**src/hw/pscs_pkg.sv**
```systemverilog
// Package: constants and carriers for the PHY special control/status register block
package pscs_pkg;
  // ----------------------------------------------------------------
  // Register map
  // ----------------------------------------------------------------
  // Printed index 27 is not a multiple of four, so byte address is index * 4
  localparam logic [7:0] REG_IDX_SPECIAL_CTRL_STAT = 8'h1B;
  localparam logic [11:0] ADDR_SPECIAL_CTRL_STAT = 12'h06C;
  localparam logic [11:0] ADDR_PORT_RESET = 12'h070;
  localparam int REG_WIDTH = 16;
  // ----------------------------------------------------------------
  // Field positions
  // ----------------------------------------------------------------
  localparam int BIT_XOVER_SRC = 15;
  localparam int BIT_XOVER_AUTO = 14;
  localparam int BIT_XOVER_STATE = 13;
  localparam int BIT_SQE_DIS = 11;
  localparam int BIT_PLL_FORCE = 10;
  localparam int BIT_POLARITY = 4;
  localparam int BIT_SOFT_RESET = 0;
  // ----------------------------------------------------------------
  // Reset values
  // ----------------------------------------------------------------
  localparam logic RST_XOVER_SRC = 1'h0;
  localparam logic RST_XOVER_AUTO = 1'h0;
  localparam logic RST_XOVER_STATE = 1'h0;
  localparam logic RST_SQE_DIS = 1'h0;
  localparam logic RST_PLL_FORCE = 1'h0;
  localparam logic [31:0] APB_ERR_DATA = 32'h0000_0000;

  typedef struct packed {
    logic source_select;
    logic auto_enable;
    logic manual_state;
    logic heartbeat_test_disable;
    logic rx_pll_force_reference;
  } pscs_ctrl_t;

  typedef struct packed {
    logic auto_enable;
    logic manual_state;
  } pscs_xover_t;
endpackage

```
**src/hw/pscs_top.sv**
```systemverilog
// Module: PHY special control/status register with APB slave and crossover source mux
// Operation
// - Sixteen-bit register at management index 27.
// - Source bit 15 set overrides straps; bits 14 and 13 drive crossover.
// - Source bit clear (reset 0) uses latched crossover straps.
// - Under override, bits 14 and 13 select crossover; both reset to 0.
// - Bit 11 written 1 disables heartbeat test; resets to 0.
// - Bit 10 set holds receive PLL on reference clock.
// - With PLL forced, 10M receive is blocked.
// - Read-only polarity status: 0 normal, 1 reversed.
// - Control bits return to defaults on per-port PHY soft reset.
`timescale 1ns/1ps
`default_nettype none
module pscs_top (
  input wire logic CORE_CLK, // 10 MHz clock
  input wire logic ARST_N, // Async reset, active low
  input wire logic PSEL, // APB select
  input wire logic PENABLE, // APB enable
  input wire logic PWRITE, // APB direction
  input wire logic [11:0] PADDR, // APB byte address
  input wire logic [31:0] PWDATA, // APB write data
  output logic [31:0] PRDATA, // APB read data
  output logic PREADY, // APB ready
  output logic PSLVERR, // APB error
  input wire logic PHY_SOFT_RESET, // Per-port PHY soft reset pulse, same clock
  input wire logic STRAP_MANUAL_XOVER, // Manual crossover strap pin
  input wire logic STRAP_AUTO_XOVER, // Auto crossover strap pin
  input wire logic POLARITY_REVERSED, // Detected 10BASE-T polarity pin
  output logic XOVER_AUTO_ENABLE, // Effective auto crossover enable
  output logic XOVER_MANUAL_STATE, // Effective manual crossover state
  output logic HEARTBEAT_TEST_DISABLE, // Heartbeat test disabled
  output logic RX_PLL_FORCE_REFERENCE, // Receive PLL forced to reference
  output logic RX_10M_BLOCKED // 10M receive unavailable
);
  // ----------------------------------------------------------------
  // Decode
  // ----------------------------------------------------------------
  function automatic logic hit(input logic [11:0] a, input logic [11:0] target);
    hit = (a == target);
  endfunction

  logic setup_ph;
  logic wr_reg;
  logic wr_rst;
  logic mapped;
  assign setup_ph = PSEL & PENABLE;
  assign mapped = hit(PADDR, pscs_pkg::ADDR_SPECIAL_CTRL_STAT) | hit(PADDR, pscs_pkg::ADDR_PORT_RESET);
  assign wr_reg = setup_ph & PWRITE & hit(PADDR, pscs_pkg::ADDR_SPECIAL_CTRL_STAT);
  assign wr_rst = setup_ph & PWRITE & hit(PADDR, pscs_pkg::ADDR_PORT_RESET)
                  & PWDATA[pscs_pkg::BIT_SOFT_RESET];
  // Zero-wait slave: every access completes in its first access cycle
  assign PREADY = 1'b1;
  assign PSLVERR = setup_ph & ~mapped;

  // ----------------------------------------------------------------
  // Pin synchronisers
  // ----------------------------------------------------------------
  logic [2:0] man_sync_ff;
  logic [2:0] auto_sync_ff;
  logic [2:0] pol_sync_ff;
  logic man_ff;
  logic auto_ff;
  logic pol_ff;

  always_ff @(posedge CORE_CLK or negedge ARST_N) begin
    if (!ARST_N) begin
      man_sync_ff <= 3'h0;
      auto_sync_ff <= 3'h0;
      pol_sync_ff <= 3'h0;
    end else begin
      man_sync_ff <= {man_sync_ff[1:0], STRAP_MANUAL_XOVER};
      auto_sync_ff <= {auto_sync_ff[1:0], STRAP_AUTO_XOVER};
      pol_sync_ff <= {pol_sync_ff[1:0], POLARITY_REVERSED};
    end
  end

  // Change accepted only when stages two and three agree
  always_ff @(posedge CORE_CLK or negedge ARST_N) begin
    if (!ARST_N) begin
      pol_ff <= 1'b0;
    end else if (pol_sync_ff[1] == pol_sync_ff[2]) begin
      pol_ff <= pol_sync_ff[2];
    end
  end

  // ----------------------------------------------------------------
  // Strap latch
  // ----------------------------------------------------------------
  // Straps are caught once after reset release, after the synchroniser settles
  logic [1:0] settle_ff;
  logic latched_ff;
  always_ff @(posedge CORE_CLK or negedge ARST_N) begin
    if (!ARST_N) begin
      settle_ff <= 2'h0;
      latched_ff <= 1'b0;
      man_ff <= 1'b0;
      auto_ff <= 1'b0;
    end else if (!latched_ff) begin
      if (settle_ff == 2'h3) begin
        latched_ff <= 1'b1;
        man_ff <= man_sync_ff[2];
        auto_ff <= auto_sync_ff[2];
      end else begin
        settle_ff <= settle_ff + 2'h1;
      end
    end
  end

  // ----------------------------------------------------------------
  // Control register
  // ----------------------------------------------------------------
  pscs_pkg::pscs_ctrl_t ctrl_ff;
  always_ff @(posedge CORE_CLK or negedge ARST_N) begin
    if (!ARST_N) begin
      ctrl_ff <= '{pscs_pkg::RST_XOVER_SRC, pscs_pkg::RST_XOVER_AUTO, pscs_pkg::RST_XOVER_STATE,
                   pscs_pkg::RST_SQE_DIS, pscs_pkg::RST_PLL_FORCE};
    end else if (PHY_SOFT_RESET || wr_rst) begin
      ctrl_ff <= '{pscs_pkg::RST_XOVER_SRC, pscs_pkg::RST_XOVER_AUTO, pscs_pkg::RST_XOVER_STATE,
                   pscs_pkg::RST_SQE_DIS, pscs_pkg::RST_PLL_FORCE};
    end else if (wr_reg) begin
      ctrl_ff.source_select <= PWDATA[pscs_pkg::BIT_XOVER_SRC];
      ctrl_ff.auto_enable <= PWDATA[pscs_pkg::BIT_XOVER_AUTO];
      ctrl_ff.manual_state <= PWDATA[pscs_pkg::BIT_XOVER_STATE];
      ctrl_ff.heartbeat_test_disable <= PWDATA[pscs_pkg::BIT_SQE_DIS];
      ctrl_ff.rx_pll_force_reference <= PWDATA[pscs_pkg::BIT_PLL_FORCE];
    end
  end

  // ----------------------------------------------------------------
  // Crossover source and outputs
  // ----------------------------------------------------------------
  pscs_pkg::pscs_xover_t xover_ff;
  always_ff @(posedge CORE_CLK or negedge ARST_N) begin
    if (!ARST_N) begin
      xover_ff <= '0;
    end else if (ctrl_ff.source_select) begin
      xover_ff <= '{ctrl_ff.auto_enable, ctrl_ff.manual_state};
    end else begin
      xover_ff <= '{auto_ff, man_ff};
    end
  end
  assign XOVER_AUTO_ENABLE = xover_ff.auto_enable;
  assign XOVER_MANUAL_STATE = xover_ff.manual_state;
  assign HEARTBEAT_TEST_DISABLE = ctrl_ff.heartbeat_test_disable;
  assign RX_PLL_FORCE_REFERENCE = ctrl_ff.rx_pll_force_reference;
  assign RX_10M_BLOCKED = ctrl_ff.rx_pll_force_reference;

  // ----------------------------------------------------------------
  // Read data
  // ----------------------------------------------------------------
  logic [31:0] nxt_rdata;
  logic [31:0] rdata_ff;
  always_comb begin
    nxt_rdata = pscs_pkg::APB_ERR_DATA;
    if (PSEL && !PENABLE && !PWRITE && hit(PADDR, pscs_pkg::ADDR_SPECIAL_CTRL_STAT)) begin
      nxt_rdata[pscs_pkg::BIT_XOVER_SRC] = ctrl_ff.source_select;
      nxt_rdata[pscs_pkg::BIT_XOVER_AUTO] = ctrl_ff.auto_enable;
      nxt_rdata[pscs_pkg::BIT_XOVER_STATE] = ctrl_ff.manual_state;
      nxt_rdata[pscs_pkg::BIT_SQE_DIS] = ctrl_ff.heartbeat_test_disable;
      nxt_rdata[pscs_pkg::BIT_PLL_FORCE] = ctrl_ff.rx_pll_force_reference;
      nxt_rdata[pscs_pkg::BIT_POLARITY] = pol_ff;
      // Bits 12 and 9..5 stay zero
    end
  end
  always_ff @(posedge CORE_CLK or negedge ARST_N) begin
    if (!ARST_N) begin
      rdata_ff <= 32'h0000_0000;
    end else if (PSEL && !PENABLE) begin
      rdata_ff <= nxt_rdata;
    end
  end
  assign PRDATA = rdata_ff;
endmodule
`default_nettype wire

```
**config.mk**
```make
export PLATFORM = sky130hd
export DESIGN_NAME = pscs_top
export DESIGN_NICKNAME = d
export VERILOG_FILES = /design/src/hw/pscs_pkg.sv /design/src/hw/pscs_top.sv
export SDC_FILE = /design/constraint.sdc
export NUM_CORES = 1
export LEC_CHECK = 0
export BUFFER_PORTS_ARGS = -buffer_cell sky130_fd_sc_hd__buf_2
export CAP_MARGIN = 5
export CORE_MARGIN = 4
export CORE_UTILIZATION = 35
export DETAILED_ROUTE_END_ITERATION = 8
export GPL_ROUTABILITY_DRIVEN = 0
export PLACE_DENSITY_LB_ADDON = 0.3
export SLEW_MARGIN = 20
export SYNTH_ARGS = -nofsm -noshare
export SYNTH_HDL_FRONTEND = slang
export SYNTH_SLANG_ARGS = --single-unit
export TNS_END_PERCENT = 1
```
**constraint.sdc**
```tcl
create_clock -name CORE_CLK -period 2.3 [get_ports CORE_CLK]
set_clock_uncertainty 0.2 [all_clocks]
set_input_delay 0.575 -clock CORE_CLK [delete_from_list [all_inputs] [get_ports CORE_CLK]]
set_output_delay 0.575 -clock CORE_CLK [all_outputs]
set_load 0.02 [all_outputs]
```
### Word level (Yosys, flattened, before mapping)

Index checks and enable logic that the tools add are counted.

| word-level totals | value |
|---|---|
| register bits | 28 |
| output and inout bits | 39 |
| word-level logic and storage cells | 48 |

| cells by class | value |
|---|---|
| add/sub/neg operators | 1 |
| equality and inequality tests | 4 |
| mux-type cells | 8 |
| bitwise gates (word level) | 10 |
| reduce and logical (&&, ||, !) cells | 9 |

Operators by type and width:

| kind | number |
|---|---|
| $eq 12x7->1 const B | 2 |
| $mux 5 | 2 |
| $and 1x1->1 | 6 |
| $mux 2 | 2 |
| $reduce_and 2->1 | 2 |
| $logic_and 1x1->1 | 3 |
| $mux 1 | 3 |
| $mux 3 | 1 |
| $not 1->1 | 3 |
| $add 2x1->2 const B | 1 |
| $eq 2x2->1 const B | 1 |
| $logic_not 1->1 | 2 |
| $reduce_bool 2->1 | 1 |
| $eq 1x1->1 | 1 |
| $logic_or 1x1->1 | 1 |
| $or 1x1->1 | 1 |

### Longest topological paths before layout

Gate-level depths: netlist (run 1).

| depth | value |
|---|---|
| word-level depth | 6 |
| gate-level depth with buffers | 4 |

### Worst setup path after synthesis (run 1)

Ideal clock, no wire load.

| path | value |
|---|---|
| path kind | input to output |
| start point | input port PADDR[6] |
| end point | output port PSLVERR |
| arrival | 1.286 ns |
| required time | 1.525 ns |
| setup slack | 0.239 ns |
| cell stages on the path | 3 |
| buffers on the path | 0 |
| cells stage by stage | nor4b_4 and2_2 a31oi_1 |

| on the way | value |
|---|---|
| longest elaborated chain between the ends | 4 |
| elaborated cells on any way between the ends | 5 |
| those cells by class | 2 x eq/ne; 3 x bitwise |

RTL lines:

| what | line | source |
|---|---|---|
| from (decl) | pscs_top.sv:20 | `input wire logic [11:0] PADDR,` |
| $eq 12x7->1 | pscs_top.sv:39 | `hit = (a == target);` |
| $or 1x1->1 (*) | pscs_top.sv:47 | `assign mapped = hit(PADDR, pscs_pkg::ADDR_SPECIAL_CTRL_STAT) \| hit(PADDR, pscs_pkg::ADDR_PORT_RESET);` |
| $not 1->1 (*) | pscs_top.sv:53 | `assign PSLVERR = setup_ph & ~mapped;` |
| $and 1x1->1 (*) | pscs_top.sv:53 |  |
| to (decl) | pscs_top.sv:24 | `output logic PSLVERR,` |

Every way passes the cells marked *; elsewhere a longest branch is shown, timed or not.

### Worst setup path in the final report (run 1)

| path | value |
|---|---|
| start point | input port PADDR[1] |
| end point | output port PSLVERR |

Same word-level chain as after synthesis.

==> reports/qor.txt, run 1 <==
Die area - 0.00476 mm2
Initial DRC Count - 17
WP data required - 1.52 ns
FF+latch count, synth - 28
Outcome - finished clean
Hpwl dp - 1810 um
Hold buffer count at CTS - 0
FMAX - 459 MHz
Clock root buffer - clkbuf_8
Worst Hold Class - in -> async
Largest net degree at the start of global routing - 29
Final WL - 2200 um
Adder-cell share of the synthesized area - 1.73%
Peak VDD IR - 0.423 mV
Setup TNS - 0 ns
Cells after Synth - 101
Register area share after synthesis - 53.8%
Met2 wire len - 1070 um
Total core area - 0.00347 mm2
Die Height - 69.0 um
Final Max Slew Viols - 0
Period utilization - 94.8%
DP Area - 0.00145 mm2
DP Cell Count - 184
Worst relative slew slack - 61.1%
Worst Setup End Kind - primary output
Synth Cell Area - 0.00130 mm2
Die width - 69.0 um
Power Density - 646 mW/mm2
Grt ovf - 0
First-pass GRT wire length - 3810 um
Final nets - 197
Met3 WL - 273 um
# IOs - 92
Fraction of layout cells with a size suffix above 1 - 38.7%
Avg WL per Cell - 11.7 um
Antenna fix cells - 0
H-tree depth - 1
Post-synthesis mux area share - 8.17%
Post-CTS setup buffers - 0
I/O Buffers - 38
Area fraction in compound gates after synthesis - 5.67%
Actual slew at the worst max-slew pin - 0.584 ns
Area delta synth->final - 16.7%
Clock sinks - 28
Finished Cell Area - 0.00152 mm2
DRT met1 WL - 847 um
Final setup violation count - 0
First-pass DRT Iterations - 2
Initial Util - 37.6%
Worst hold margin - 0.100 ns
Clock Latency Late Sink - 0.26 ns
CTS tree - yes
Post-synthesis simple-gate area fraction - 13.0%
Clock slew at reported path FFs - 0.08 ns
Vias in the first global route - 814
Commonest non-fill, non-tap cell in the layout - buf_2
Worst Path Arrival - 1.41 ns
Main combinational cell family by area after synthesis - buffers and inverters
Max clock buf depth - 2
FP Rows - 21
CTS resizes - 0
Setup CP Type - in -> out
DR top layer - met4
ANT nets after route - 0
Post-route DRC - 0
Fin. Hold Viols - 0
Global-route usage over all layers - 9.74%
Distinct cells, synth - 28
CP max FO - 2
Final Instance Count excl. Fillers - 188
Vias - 795
Yosys warning count - 0
Total CTS buffers - 3
Max-cap violations - 0
Leakage - 0.812 nW
Highest-count cells in the layout ignoring fill and taps - buf_2, dfrtp_1, conb_1
Startpoint types - input pin
Mean Syn Cell Area - 12.9 um2
RSZ-0062 raised after global routing - false
Vias per cell - 4.23
Final min period - 2.18 ns
Post-Synth XOR/XNOR Area - 0.672%
Initial antenna violation count - 0
cells in the mapped netlist (all sizes together):
library cell / count / share of area [%]
buf: 28 / 16
nor3b: 1 / 0.58
and4b: 1 / 0.77
nand2b: 1 / 0.48
mux2i: 5 / 3.8
a31oi: 1 / 0.48
dfrtp: 28 / 54
xor2: 1 / 0.67
ha: 1 / 0.96
a41o: 1 / 0.77
mux2: 5 / 4.3
nand3: 1 / 0.77
nor3: 1 / 1.2
inv: 1 / 0.29
maj3: 1 / 0.77
nand3b: 1 / 0.58
or2b: 1 / 0.58
a22o: 6 / 4.0
o21ai: 1 / 0.38
nor2: 6 / 1.7
and2: 1 / 0.58
conb: 2 / 0.58
and3: 1 / 0.48
nand4: 1 / 0.96
nor4: 1 / 1.6
nor2b: 1 / 0.48
nand2: 1 / 0.29
nor4b: 1 / 1.8
kinds of logic (layout without fill, tap and decap cells):
| logic type | count (synthesis) | count (layout) |
|---|---|---|
| simple gates | 20 | 20 |
| buf+inv | 29 | 45 |
| fa+ha+maj | 2 | 2 |
| other cells | 2 | 27 |
| compound gates | 9 | 9 |
| flops | 28 | 28 |
| xor+xnor | 1 | 1 |
| mux | 10 | 10 |
final cells by class:
| cell class | count | area, um2 |
|---|---|---|
| inverters | 1 | 3.75 |
| clock inverters | 1 | 30.0 |
| flip-flops and latches | 28 | 701 |
| multi-input cells | 69 | 482 |
| fillers | 346 | 1950 |
| repair buffers | 40 | 205 |
| well taps | 46 | 57.6 |
| clock buffers | 3 | 41.3 |
per-layer routing:
layer  track usage [%]  vias to the layer above
met5                 0                        -
met4              1.95                        0
met3              5.23                        2
met2              16.3                       43
met1              11.0                      377
li1                  -                      373
metrics by stage:
step / util (%) / worst slack, ns / total power, W
after floorplan: - / 0.239 / 0.000612
after global placement: 41.8 / 0.127 / 0.000620
after detailed placement: 41.8 / 0.103 / 0.000622
after CTS: 43.8 / 0.104 / 0.00100
after global routing: 43.8 / 0.0330 / 0.00103
final: 43.8 / 0.119 / 0.000982
registers in the layout, indices dropped and copies added (netlist names):
signal	cells
PRDATA	6
auto_sync_ff	3
ctrl_ff	3
man_sync_ff	3
pol_sync_ff	3
settle_ff	2
HEARTBEAT_TEST_DISABLE	1
RX_10M_BLOCKED	1
XOVER_AUTO_ENABLE	1
XOVER_MANUAL_STATE	1
auto_ff	1
latched_ff	1
man_ff	1
pol_ff	1
where the power goes:
group          total [W]  switching (W)  internal (W)  leakage, nW
sequential      0.000509     0.00000409      0.000505        0.343
combinational   0.000103      0.0000741     0.0000289        0.433
clock           0.000370       0.000137      0.000233       0.0357
path summary, 6_finish.rpt:
path,end,slack (ns),from,cells after the start
max,PSLVERR,0.12,PADDR[1],5
min,settle_ff[1],0.1,ARST_N,1
max reg2reg,settle_ff[1],0.79,settle_ff[0],3
min reg2reg,pol_sync_ff[1],0.15,pol_sync_ff[0],0
max in group asynchronous,HEARTBEAT_TEST_DISABLE,1.42,ARST_N,1
min in group CORE_CLK,pol_sync_ff[1],0.15,pol_sync_ff[0],0
critical path: stages:
cell,delay (ns)
buf_2,0.11
nor4b_4,0.29
and2_2,0.19
a31oi_1,0.08
buf_2,0.16
Note: power is estimated with default switching activity, not from simulation.
==> inputs of run 2 (changes only) <==
- CORE_ASPECT_RATIO: default -> 0.5
- CORE_MARGIN: 4 -> 8
- PLACE_DENSITY: default -> 0.73
- PLACE_DENSITY_LB_ADDON: 0.3 -> default
==> reports/qor.txt, run 2 (synthesized netlist as in run 1, its figures left out) <==
Outcome - finished clean
CP startpoint - PADDR[9]
Worst Path Arrival - 1.40 ns
Final Instance Count excl. Fillers - 193
Final core occ - 43.3%
Total power draw - 0.000904 W
FP Rows - 15
Die area - 0.00605 mm2
GR peak layer - met2
Hold buffer count at CTS - 0
Initial antenna violation count - 0
Setup CP Type - in -> out
Clock slew at reported path FFs - 0.09 ns
FF-to-FF setup slack - 0.82 ns
FMAX - 459 MHz
Final WL - 2390 um
Setup crit end - PSLVERR
Final setup violation count - 0
Vias in the first global route - 888
Total CTS buffers - 3
Initial DRC Count - 20
Clock root buffer - clkbuf_8
Period utilization - 94.6%
Largest net degree at the start of global routing - 29
First-pass GRT wire length - 4000 um
Leakage - 0.805 nW
Max-cap violations - 0
H-tree depth - 1
Post-CTS setup buffers - 0
Clock sinks - 28
Met3 usage - 3.63%
Vias - 780
Startpoint types - input pin
DP Cell Count - 189
Peak VDD IR - 0.282 mV
Post-route DRC - 0
Setup TNS - 0 ns
Total core area - 0.00349 mm2
Highest-count cells in the layout ignoring fill and taps - buf_2, dfrtp_1, conb_1
Area delta synth->final - 15.9%
CTS tree - yes
First-pass DRT Iterations - 2
Worst setup margin - 0.124 ns
Avg WL per Cell - 12.4 um
Final Max Slew Viols - 0
ANT nets after route - 0
Max clock buf depth - 2
Clock Latency Late Sink - 0.27 ns
Worst Hold Class - in -> async
RSZ-0062 raised after global routing - false
Antenna fix cells - 0
Worst Setup End Kind - primary output
CTS resizes - 0
DP Worst Slack - 0.118 ns
R2R Path Start - settle_ff[0]
Initial Util - 37.3%
Commonest non-fill, non-tap cell in the layout - buf_2
Die Height - 59.1 um
Met2 GRT Util - 14.9%
Vias per cell - 4.04
Worst relative slew slack - 59.9%
Fraction of layout cells with a size suffix above 1 - 38.7%
Worst r2r path cells - 3
WP data required - 1.52 ns
Fin. Hold Viols - 0
Global-route track usage on met1 - 9.15%
Worst r2r dst - settle_ff[1]
Power Density - 598 mW/mm2
CP max FO - 2
Final min period - 2.18 ns
Die width - 102 um
Final-layout fill cell count - 334
# IOs - 92
Grt ovf - 0
Actual slew at the worst max-slew pin - 0.602 ns
Final nets - 197
Largest register FFs - 6
Hpwl dp - 1980 um
Global-route usage over all layers - 8.48%
I/O Buffers - 38
==> run 2: cell types whose count changed in the layout (fill, tap and decap cells not counted), sizes merged <==
cell,change
bufinv,-1
clkbuf,+1
==> run 2: cell type report <==
class / count / area [um2] / area share (%)
inverters: 1 / 3.75 / 0.249
clock buffers: 4 / 55.1 / 3.65
repair buffers: 40 / 205 / 13.6
flip-flops and latches: 28 / 701 / 46.4
well taps: 51 / 63.8 / 4.23
multi-input cells: 69 / 482 / 31.9
==> run 2: how the worst min path moves through the flow <==
stage,to,startpoint,depth (start not counted)
4_1_cts,latched_ff,ARST_N,1
6_report,latched_ff,ARST_N,1
2_1_floorplan,HEARTBEAT_TEST_DISABLE,ARST_N,0
3_3_place_gp,pol_sync_ff[1],pol_sync_ff[0],0
5_1_grt,HEARTBEAT_TEST_DISABLE,ARST_N,1
3_5_place_dp,auto_sync_ff[2],auto_sync_ff[1],0
==> run 2: metal layers <==
metal | share of wire (%) | vias up | wire length, um
met3 | 8.0 | 2 | 192
met1 | 41 | 369 | 974
met5 | 0 | - | 0
li1 | - | 373 | -
met4 | 1.0 | 0 | 25
met2 | 50 | 36 | 1200
==> run 2: where the power goes <==
| group | total, W | switching [W] | internal (W) | leakage (nW) |
|---|---|---|---|---|
| sequential | 0.000509 | 0.00000421 | 0.000505 | 0.343 |
| combinational | 0.000103 | 0.0000744 | 0.0000289 | 0.433 |
| clock | 0.000291 | 0.000138 | 0.000153 | 0.0288 |
| total | 0.000904 | 0.000217 | 0.000687 | 0.805 |
==> run 2: worst max-delay path, cell delays in order <==
cell and delay, ns:
buf_2 0.11, nor4_4 0.27, and2_2 0.20, a31oi_1 0.07, buf_2 0.16
==> run 2: through the flow <==
step,cell area [um2],hold slack [ns]
floorplan,1400,0.0794
global placement,1460,0.132
detailed placement,1460,0.135
CTS,1510,0.120
global route,1510,0.143
finish,1510,0.106
